## src/hdl/fifo_wm_pkg.sv

```systemverilog
package fifo_wm_pkg;
  // ----------------------------------------
  // buffer geometry
  // ----------------------------------------
  localparam int PTR_W = 6;
  localparam int CNT_W = 7;
  localparam int DEPTH = 64;
  localparam logic [6:0] DEPTH_CNT = 7'h40;
  // ----------------------------------------
  // register offsets
  // ----------------------------------------
  localparam logic [7:0] ERROR_FLAGS_ADDR = 8'h06;
  localparam logic [7:0] PRIMARY_STATUS_ADDR = 8'h07;
  localparam logic [7:0] LINK_STATUS_ADDR = 8'h08;
  localparam logic [7:0] DATA_PORT_ADDR = 8'h09;
  localparam logic [7:0] FILL_LEVEL_ADDR = 8'h0a;
  localparam logic [7:0] THRESHOLD_ADDR = 8'h0b;
  localparam logic [7:0] FRAME_CTRL_ADDR = 8'h0d;
  localparam logic [7:0] WAIT_CFG_ADDR = 8'h20;
  localparam logic [7:0] TX_WAIT_TIME_ADDR = 8'h21;
  localparam logic [7:0] RX_WAIT_TIME_ADDR = 8'h22;
  // ----------------------------------------
  // field positions
  // ----------------------------------------
  localparam int OVERHEAT_CLR_BIT = 7;
  localparam int FAST_FORCE_BIT = 6;
  localparam int CIPHER_BIT = 3;
  localparam int PURGE_BIT = 7;
  localparam int LAUNCH_BIT = 7;
  localparam int OVERRUN_BIT = 4;
  localparam int TEMP_ERR_BIT = 6;
  localparam int NEAR_FULL_BIT = 1;
  localparam int NEAR_EMPTY_BIT = 0;
  localparam int TX_FIELD_BIT = 0;
  localparam int RX_FIELD_BIT = 1;
  // ----------------------------------------
  // reset values and timing
  // ----------------------------------------
  localparam logic [5:0] THRESHOLD_RST = 6'h08;
  localparam logic [6:0] FILL_RST = 7'h00;
  localparam logic [7:0] WAIT_TIME_RST = 8'h00;
  localparam logic [7:0] TEMP_LIMIT_C = 8'h7d;
  localparam logic [3:0] WAIT_TICK_LAST = 4'hf;
  // ----------------------------------------
  // link state codes
  // ----------------------------------------
  localparam logic [2:0] CODE_IDLE = 3'h0;
  localparam logic [2:0] CODE_WAIT_LAUNCH = 3'h1;
  localparam logic [2:0] CODE_TX_WAIT = 3'h2;
  localparam logic [2:0] CODE_TRANSMIT = 3'h3;
  localparam logic [2:0] CODE_RX_WAIT = 3'h4;
  localparam logic [2:0] CODE_WAIT_DATA = 3'h5;
  localparam logic [2:0] CODE_RECEIVE = 3'h6;
  typedef enum logic [2:0] {
    S_IDLE, S_WAIT_LAUNCH, S_TX_WAIT, S_TRANSMIT, S_RX_WAIT, S_WAIT_DATA, S_RECEIVE
  } link_state_t;
  // ----------------------------------------
  // carriers
  // ----------------------------------------
  typedef struct packed {
    logic rd;
    logic wr;
    logic [7:0] addr;
    logic [7:0] wdata;
  } bus_req_t;
  typedef struct packed {
    logic push;
    logic pop;
    logic [7:0] byte_in;
  } stream_req_t;
  typedef struct packed {
    logic transceive_active;
    logic auth_ok;
    logic rf_field;
    logic tx_done;
    logic rx_start;
    logic rx_done;
  } link_evt_t;
endpackage

```

## src/hdl/fifo_watermark_status.sv

```systemverilog
// Decided for this implementation: the address-and-strobe port.
`timescale 1ns/1ps
`default_nettype none
module fifo_watermark_status
  import fifo_wm_pkg::*;
(
  // clock and reset
  input wire logic clock,
  input wire logic reset,
  // register port
  input wire bus_req_t bus,
  output logic [7:0] rd_data,
  // serial stream side
  input wire stream_req_t stream,
  output logic [7:0] tx_byte,
  // link events and sensors
  input wire link_evt_t link,
  input wire logic [7:0] temp_celsius,
  // status outputs
  output logic [2:0] link_fsm_state,
  output logic serial_filter_fast_force,
  output logic card_cipher_active,
  output logic overheat_error,
  output logic near_full_alert,
  output logic near_empty_alert
);

  // ----------------------------------------
  // decode
  // ----------------------------------------
  logic wr_data, rd_port, wr_level, wr_link, wr_thr, wr_frame, wr_cfg, wr_txw, wr_rxw;
  assign wr_data = bus.wr && (bus.addr == DATA_PORT_ADDR);
  assign rd_port = bus.rd && (bus.addr == DATA_PORT_ADDR);
  assign wr_level = bus.wr && (bus.addr == FILL_LEVEL_ADDR);
  assign wr_link = bus.wr && (bus.addr == LINK_STATUS_ADDR);
  assign wr_thr = bus.wr && (bus.addr == THRESHOLD_ADDR);
  assign wr_frame = bus.wr && (bus.addr == FRAME_CTRL_ADDR);
  assign wr_cfg = bus.wr && (bus.addr == WAIT_CFG_ADDR);
  assign wr_txw = bus.wr && (bus.addr == TX_WAIT_TIME_ADDR);
  assign wr_rxw = bus.wr && (bus.addr == RX_WAIT_TIME_ADDR);

  // ----------------------------------------
  // buffer state
  // ----------------------------------------
  logic [7:0] mem [DEPTH];
  logic [PTR_W-1:0] wr_ptr_ff, nxt_wr_ptr, rd_ptr_ff, nxt_rd_ptr;
  logic [CNT_W-1:0] count_ff, nxt_count;
  logic overrun_ff, nxt_overrun;
  logic push, pop, host_pop, strm_pop, purge, drop;
  logic [7:0] push_byte;
  logic full, empty;

  assign full = (count_ff == DEPTH_CNT);
  assign empty = (count_ff == FILL_RST);
  assign purge = wr_level && bus.wdata[PURGE_BIT];
  // host port wins a tie; the stream byte of that cycle is lost as overrun
  assign push_byte = wr_data ? bus.wdata : stream.byte_in;
  assign drop = (wr_data && stream.push) || ((wr_data || stream.push) && full && !pop);
  assign push = (wr_data || stream.push) && (!full || pop) && !purge;
  assign host_pop = rd_port && !empty && !purge;
  assign strm_pop = stream.pop && !rd_port && !empty && !purge;
  assign pop = host_pop || strm_pop;

  // pointers, count and overrun flag
  always_comb begin
    nxt_wr_ptr = wr_ptr_ff;
    nxt_rd_ptr = rd_ptr_ff;
    nxt_count = count_ff;
    nxt_overrun = overrun_ff;
    if (purge) begin
      nxt_wr_ptr = '0;
      nxt_rd_ptr = '0;
      nxt_count = FILL_RST;
      nxt_overrun = 1'b0;
    end else begin
      if (push) begin
        nxt_wr_ptr = wr_ptr_ff + 6'h01;
      end
      if (pop) begin
        nxt_rd_ptr = rd_ptr_ff + 6'h01;
      end
      if (push && !pop) begin
        nxt_count = count_ff + 7'h01;
      end else if (pop && !push) begin
        nxt_count = count_ff - 7'h01;
      end
    end
    // a fresh overrun beats a purge in the same cycle
    if (drop) begin
      nxt_overrun = 1'b1;
    end
  end

  always_ff @(posedge clock) begin
    if (reset) begin
      wr_ptr_ff <= '0;
      rd_ptr_ff <= '0;
      count_ff <= FILL_RST;
      overrun_ff <= 1'b0;
    end else begin
      wr_ptr_ff <= nxt_wr_ptr;
      rd_ptr_ff <= nxt_rd_ptr;
      count_ff <= nxt_count;
      overrun_ff <= nxt_overrun;
    end
  end

  // storage has no reset, so the port reads undefined until written
  always_ff @(posedge clock) begin
    if (push) begin
      mem[wr_ptr_ff] <= push_byte;
    end
  end

  // ----------------------------------------
  // control registers
  // ----------------------------------------
  logic [5:0] thr_ff, nxt_thr;
  logic fast_ff, nxt_fast, cipher_ff, nxt_cipher, temp_err_ff, nxt_temp_err;
  logic txf_ff, nxt_txf, rxf_ff, nxt_rxf;
  logic [7:0] txw_ff, nxt_txw, rxw_ff, nxt_rxw;
  logic temp_ok;

  assign temp_ok = (temp_celsius < TEMP_LIMIT_C);

  always_comb begin
    nxt_thr = thr_ff;
    nxt_fast = fast_ff;
    nxt_cipher = cipher_ff;
    nxt_temp_err = temp_err_ff;
    nxt_txf = txf_ff;
    nxt_rxf = rxf_ff;
    nxt_txw = txw_ff;
    nxt_rxw = rxw_ff;
    if (wr_thr) begin
      nxt_thr = bus.wdata[5:0];
    end
    if (wr_link) begin
      nxt_fast = bus.wdata[FAST_FORCE_BIT];
      if (!bus.wdata[CIPHER_BIT]) begin
        nxt_cipher = 1'b0;
      end
      if (bus.wdata[OVERHEAT_CLR_BIT] && temp_ok) begin
        nxt_temp_err = 1'b0;
      end
    end
    // hardware sets win over the software clears
    if (link.auth_ok) begin
      nxt_cipher = 1'b1;
    end
    if (!temp_ok) begin
      nxt_temp_err = 1'b1;
    end
    if (wr_cfg) begin
      nxt_txf = bus.wdata[TX_FIELD_BIT];
      nxt_rxf = bus.wdata[RX_FIELD_BIT];
    end
    if (wr_txw) begin
      nxt_txw = bus.wdata;
    end
    if (wr_rxw) begin
      nxt_rxw = bus.wdata;
    end
  end

  always_ff @(posedge clock) begin
    if (reset) begin
      thr_ff <= THRESHOLD_RST;
      fast_ff <= 1'b0;
      cipher_ff <= 1'b0;
      temp_err_ff <= 1'b0;
      txf_ff <= 1'b0;
      rxf_ff <= 1'b0;
      txw_ff <= WAIT_TIME_RST;
      rxw_ff <= WAIT_TIME_RST;
    end else begin
      thr_ff <= nxt_thr;
      fast_ff <= nxt_fast;
      cipher_ff <= nxt_cipher;
      temp_err_ff <= nxt_temp_err;
      txf_ff <= nxt_txf;
      rxf_ff <= nxt_rxf;
      txw_ff <= nxt_txw;
      rxw_ff <= nxt_rxw;
    end
  end

  // ----------------------------------------
  // link state machine
  // ----------------------------------------
  link_state_t state_ff, nxt_state;
  logic [3:0] div_ff, nxt_div;
  logic [7:0] wait_ff, nxt_wait;
  logic launch, tick, tx_go, rx_go;
  logic [2:0] nxt_code;

  // launch only counts while waiting for it inside a transceive
  assign launch = wr_frame && bus.wdata[LAUNCH_BIT] && link.transceive_active;
  assign tick = (div_ff == WAIT_TICK_LAST);
  assign tx_go = (wait_ff >= txw_ff) && (!txf_ff || link.rf_field);
  assign rx_go = (wait_ff >= rxw_ff) && (!rxf_ff || link.rf_field);

  always_comb begin
    nxt_state = state_ff;
    unique case (state_ff)
      S_IDLE: if (link.transceive_active) nxt_state = S_WAIT_LAUNCH;
      S_WAIT_LAUNCH: if (launch) nxt_state = S_TX_WAIT;
      S_TX_WAIT: if (tx_go) nxt_state = S_TRANSMIT;
      S_TRANSMIT: if (link.tx_done) nxt_state = S_RX_WAIT;
      S_RX_WAIT: if (rx_go) nxt_state = S_WAIT_DATA;
      S_WAIT_DATA: if (link.rx_start) nxt_state = S_RECEIVE;
      S_RECEIVE: if (link.rx_done) nxt_state = S_WAIT_LAUNCH;
    endcase
    if (!link.transceive_active) begin
      nxt_state = S_IDLE;
    end
  end

  // wait time counts slow ticks from entry into a wait state
  always_comb begin
    nxt_div = tick ? 4'h0 : div_ff + 4'h1;
    nxt_wait = wait_ff;
    if (nxt_state != state_ff) begin
      nxt_wait = 8'h00;
      nxt_div = 4'h0;
    end else if (tick && wait_ff != 8'hff) begin
      nxt_wait = wait_ff + 8'h01;
    end
  end

  always_comb begin
    unique case (nxt_state)
      S_IDLE: nxt_code = CODE_IDLE;
      S_WAIT_LAUNCH: nxt_code = CODE_WAIT_LAUNCH;
      S_TX_WAIT: nxt_code = CODE_TX_WAIT;
      S_TRANSMIT: nxt_code = CODE_TRANSMIT;
      S_RX_WAIT: nxt_code = CODE_RX_WAIT;
      S_WAIT_DATA: nxt_code = CODE_WAIT_DATA;
      S_RECEIVE: nxt_code = CODE_RECEIVE;
      default: nxt_code = CODE_IDLE;
    endcase
  end

  always_ff @(posedge clock) begin
    if (reset) begin
      state_ff <= S_IDLE;
      div_ff <= 4'h0;
      wait_ff <= 8'h00;
    end else begin
      state_ff <= nxt_state;
      div_ff <= nxt_div;
      wait_ff <= nxt_wait;
    end
  end

  // ----------------------------------------
  // read mux and registered outputs
  // ----------------------------------------
  logic [7:0] nxt_rd_data, rd_data_ff, tx_byte_ff, nxt_tx_byte;
  logic [2:0] code_ff;
  logic nf_ff, ne_ff, nxt_nf, nxt_ne;

  // alerts follow the count as it will stand after this edge
  assign nxt_nf = ((DEPTH_CNT - nxt_count) <= {1'b0, nxt_thr});
  assign nxt_ne = (nxt_count <= {1'b0, nxt_thr});
  assign nxt_tx_byte = strm_pop ? mem[rd_ptr_ff] : tx_byte_ff;

  // unmapped addresses and write-only bits read as zero
  always_comb begin
    nxt_rd_data = 8'h00;
    if (bus.rd) begin
      unique case (bus.addr)
        DATA_PORT_ADDR: nxt_rd_data = mem[rd_ptr_ff];
        FILL_LEVEL_ADDR: nxt_rd_data = {1'b0, count_ff};
        THRESHOLD_ADDR: nxt_rd_data = {2'b00, thr_ff};
        LINK_STATUS_ADDR: nxt_rd_data = {1'b0, fast_ff, 2'b00, cipher_ff, code_ff};
        PRIMARY_STATUS_ADDR: nxt_rd_data = {6'h00, nf_ff, ne_ff};
        ERROR_FLAGS_ADDR: nxt_rd_data = {1'b0, temp_err_ff, 1'b0, overrun_ff, 4'h0};
        WAIT_CFG_ADDR: nxt_rd_data = {6'h00, rxf_ff, txf_ff};
        TX_WAIT_TIME_ADDR: nxt_rd_data = txw_ff;
        RX_WAIT_TIME_ADDR: nxt_rd_data = rxw_ff;
        default: nxt_rd_data = 8'h00;
      endcase
    end
  end

  always_ff @(posedge clock) begin
    if (reset) begin
      rd_data_ff <= 8'h00;
      tx_byte_ff <= 8'h00;
      code_ff <= CODE_IDLE;
      nf_ff <= 1'b0;
      ne_ff <= 1'b1;
    end else begin
      rd_data_ff <= nxt_rd_data;
      tx_byte_ff <= nxt_tx_byte;
      code_ff <= nxt_code;
      nf_ff <= nxt_nf;
      ne_ff <= nxt_ne;
    end
  end

  assign rd_data = rd_data_ff;
  assign tx_byte = tx_byte_ff;
  assign link_fsm_state = code_ff;
  assign serial_filter_fast_force = fast_ff;
  assign card_cipher_active = cipher_ff;
  assign overheat_error = temp_err_ff;
  assign near_full_alert = nf_ff;
  assign near_empty_alert = ne_ff;
endmodule
`default_nettype wire

```

## config.mk

```make
export PLATFORM = sky130hd
export DESIGN_NAME = fifo_watermark_status
export DESIGN_NICKNAME = d
export VERILOG_FILES = /design/src/hdl/fifo_wm_pkg.sv /design/src/hdl/fifo_watermark_status.sv
export SDC_FILE = /design/constraint.sdc
export NUM_CORES = 1
export LEC_CHECK = 0
export ABC_AREA = 1
export ABC_CLOCK_PERIOD_IN_PS = 4010
export BUFFER_PORTS_ARGS = -buffer_cell sky130_fd_sc_hd__clkbuf_2
export CAP_MARGIN = 20
export CORE_ASPECT_RATIO = 1.4
export CORE_MARGIN = 2
export CORE_UTILIZATION = 45
export DETAILED_ROUTE_END_ITERATION = 7
export PLACE_DENSITY = 0.7
export REMOVE_ABC_BUFFERS = 1
export SYNTH_ARGS = -nofsm -noshare
export SYNTH_HDL_FRONTEND = slang
export SYNTH_SLANG_ARGS = --single-unit
```

## constraint.sdc

```tcl
create_clock -name clock -period 4.01 [get_ports clock]
set_input_delay 0.2005 -clock clock [delete_from_list [all_inputs] [get_ports clock]]
set_output_delay 0.2005 -clock clock [all_outputs]
set_load 0.02 [all_outputs]
```

==> impl_metrics.ini <==
[detailed_routing]
drt_iter0_drc = 1816
drcViolationCount = 0
first_pass_iters = 6
wl_um = 68500
antenna_left = 0
via_per_inst = 5.85
post_drt_wl_per_cell_um = 22.2
num_vias = 18100

[yosys]
synth_area_um2 = 25200
ys.flop_type = edfxtp_1
ys_seq_area_frac = 0.680
yosys_warnings = 0
postSynthAreaPerCell_um2 = 11.4
netlist_instances = 2218
netlist-cell-type-count = 58
ys_ff_latch = 601
synth_top_area_frac = 0.610
synth_edf_count = 512
synthTopCellsByArea = edfxtp_1 61%, dfxtp_1 7.1%, o21ai_0 7.0%, nor2_1 6.7%, o22ai_1 3.5%
yosys.area.top_type = edfxtp_1
ys_async_sr_fraction = 0

[power_and_ir_drop]
seq_power_share = 0.493
power-per-cell-area_nw_per_um2 = 489
p_leak_uw = 0.00983
power_frac_comb = 0.155
ir_drop_mv = 0.375
p_clk_frac = 0.353
switchingPower_uw = 3790
cell_internal_pwr_uw = 10200
netSwitchingFraction = 0.271

[timing]
min_period_ns = 3.38
final-setup-viol-count = 0
max_freq_ghz = 0.296
clock_skew_ns = 0.0139
hold_violations = 0
rsz0062_at_grt = false
worst_pin_slew_ns = 1.01
relSlewSlack = 0.325
fin_crit_sh = 0.843
report.final.slew_viol_count = 0

[place]
place.gp.congestion = 0.955
place_inst = 2984
place_area_um2 = 26800
port_buffers = 67
dp_hpwl_um = 44900

[layout]
n_antenna_cell = 0
fillers = 4757
final_nets = 2399
layout-area-overhead-vs-synth_pct = 13.6
instances_no_fill = 3093
stdcell_area_um2 = 28700
drive_gt1_frac = 0.126

[global_routing]
grt_pass1_wl_um = 103000
grt_usage = 0.233
overflow = 0
grt_max_degree = 153
antenna_found_initial = 0
grt_pass1_vias = 18200

[worst_setup_path]
cp_data_required_time_ns = 4.52
cp-start-kind = flip-flop
startpoint = count_ff[0]
cp-endpoint = near_full_alert
max_stage_delay_ns = 0.43
cp.depth = 21
critPathMaxFanout = 11
worstRegToRegCells = 21
arrival_ns = 3.90
crit_family = simple AND/OR/NAND/NOR gates
reg2reg_to = near_full_alert
reg2reg_slack_ns = 0.63
critical_path_class = flip-flop to flip-flop
cp_slowest_cell = dfxtp_1
cp_num_buf_inv = 3
r2r_start = count_ff[0]
end_kind = flip-flop
path_cells = inv_1, ha_1, nand3_2, nor2_2, nand2_1, nand2_2, inv_2, nand2_4, nand3_2, nand2_1, a21oi_1, o21ai_2, ha_1, xnor2_1, inv_1, ha_1, nand2_1, nor2_1, a211oi_1, o211ai_1, a21oi_2

[clock_network]
cts_buffer_depth = 3
numClockSinks = 601
clk_pin_slew_worst_paths_ns = 0.07
post_cts_buffers = 0
root_buffer = clkbuf_16
cts-htree-levels = 2
numCtsBuffers = 52
insertion_delay_ns = 0.58
cts_tree = built

[floorplan]
coreArea_um2 = 55400
start_util = 0.455
dieWidth_um = 204
io_pins = 68
rows = 102
fp.dieArea_um2 = 58000
die_h_um = 284

[flow_run]
maxCapViolCount = 0

[min_path]
hold_path_class = input port to flip-flop

[run_status]
status = complete, no violations
## metrics by stage
stage | power, uW | setup WS (ns) | utilization | hold WS (ns) | setup TNS [ns]
3_5_place_dp | 9170 | 0.688 | 0.485 | 0.453 | 0
2_1_floorplan | 8390 | -4.60 | - | 0.263 | -72.10
3_3_place_gp | 9140 | 0.682 | 0.485 | 0.427 | 0
6_report | 14000 | 0.628 | 0.517 | 0.0225 | 0
4_1_cts | 14100 | 0.652 | 0.517 | 0.0129 | 0
5_1_grt | 14500 | 0.404 | 0.517 | 0.0337 | 0
## layout make-up
class	count	area (um2)	share of cell area
Clock buffer	76	1530	0.0535
Clock inverter	22	165	0.00576
Inverter	125	474	0.0166
Multi-Input combinational cell	1371	7150	0.250
Sequential cell	601	17200	0.599
Tap cell	728	911	0.0318
Timing Repair Buffer	170	1250	0.0436
## tightest hold or removal path, stage by stage
cell,delay (ns)
clkbuf_2,0.14
o21ai_0,0.17
a21oi_1,0.05
## how the worst min path moves through the flow
stage                   start               to  slack [ns]  depth (start not counted)
floorplan               reset  near_full_alert        0.26                          1
global placement    div_ff[0]        div_ff[0]        0.43                          1
detailed placement  div_ff[0]        div_ff[0]        0.45                          1
CTS                    bus[7]        txw_ff[7]        0.01                          3
global route           bus[5]        txw_ff[5]        0.03                          3
finish                 bus[5]        rxw_ff[5]        0.02                          3
## per-layer routing
layer,track usage,vias to the layer above,routed length [um],share of wire
met4,0.131,0,3980,0.058
met2,0.416,905,35000,0.51
met5,0,-,0,0
met1,0.271,8745,24800,0.36
li1,-,8248,-,-
met3,0.0266,200,4680,0.068
## cells in the final DEF, fill, tap and decap left out, drive strengths merged, types with 2 or more instances in the layout
master	n
or2	2
buf	92
edfxtp	512
nand2	120
o31ai	2
o211ai	13
o2111ai	5
xnor2	5
ha	34
o311ai	4
nand3b	2
nor2	461
mux2	3
clkbuf	143
a31oi	4
clkinv	11
inv	130
o221ai	21
xor2	14
nor3	18
nor3b	2
clkinvlp	5
mux2i	3
nor4	2
o21ai	364
a211oi	3
o22ai	140
a21oi	73
and3	2
dfxtp	89
dlygate4sd3	11
o32ai	6
nand4	17
nand3	39
o21bai	4
## sequential cells by signal (all words and copies together) (netlist names), named ones only
register,cells
txw_ff,8
rd_data,8
rd_ptr_ff,6
near_empty_alert,1
overheat_error,1
near_full_alert,1
state_ff,3
wait_ff,8
div_ff,4
overrun_ff,1
serial_filter_fast_force,1
card_cipher_active,1
tx_byte,8
wr_ptr_ff,6
txf_ff,1
rxf_ff,1
rxw_ff,8
mem,512
count_ff,7
thr_ff,6
link_fsm_state,3
## logic make-up (layout without fill, tap and decap cells)
family | Yosys count | count (layout) | share of synthesized area
AND/OR/NAND/NOR | 666 | 666 | 0.111
AO/OA/AOI/OAI | 646 | 646 | 0.144
flip-flops | 601 | 601 | 0.680
buffers and inverters | 246 | 393 | 0.0385
adder cells (fa/ha/maj) | 34 | 34 | 0.0169
XOR/XNOR | 19 | 19 | 0.00660
multiplexers | 6 | 6 | 0.00253
## cell usage after synthesis (3+ instances only)
| library cell | n |
|---|---|
| buf_2 | 24 |
| nor2_1 | 452 |
| xor2_1 | 14 |
| dfxtp_1 | 89 |
| ha_1 | 34 |
| o2111ai_1 | 5 |
| o221ai_1 | 21 |
| clkbuf_1 | 92 |
| a31oi_1 | 4 |
| xnor2_1 | 5 |
| a21oi_1 | 70 |
| o22ai_1 | 140 |
| inv_1 | 114 |
| nand3_2 | 4 |
| o211ai_1 | 13 |
| o21bai_1 | 4 |
| inv_2 | 10 |
| edfxtp_1 | 512 |
| o311ai_0 | 3 |
| nand2_1 | 111 |
| o32ai_1 | 6 |
| mux2i_1 | 3 |
| nand4_1 | 17 |
| nand3_4 | 3 |
| nor2_2 | 8 |
| mux2_2 | 3 |
| nand3_1 | 32 |
| nand2_2 | 7 |
| a211oi_1 | 3 |
| o21ai_1 | 11 |
| nor3_1 | 15 |
| o21ai_0 | 352 |
| a21oi_2 | 3 |
## power groups by stage
stage,Clock (uW),Combinational [uW],Sequential [uW]
6_report,4940,2170,6910
5_1_grt,5240,2360,6910
4_1_cts,5010,2140,6910
3_5_place_dp,0,2130,7040
3_3_place_gp,0,2100,7040
2_1_floorplan,0,1220,7170
## repair_timing
item	4_1_cts	5_1_grt
hold endpoints to repair	16	0
hold buffers	11	0
resized for setup	0	0
(Power assumes the default switching activity.)
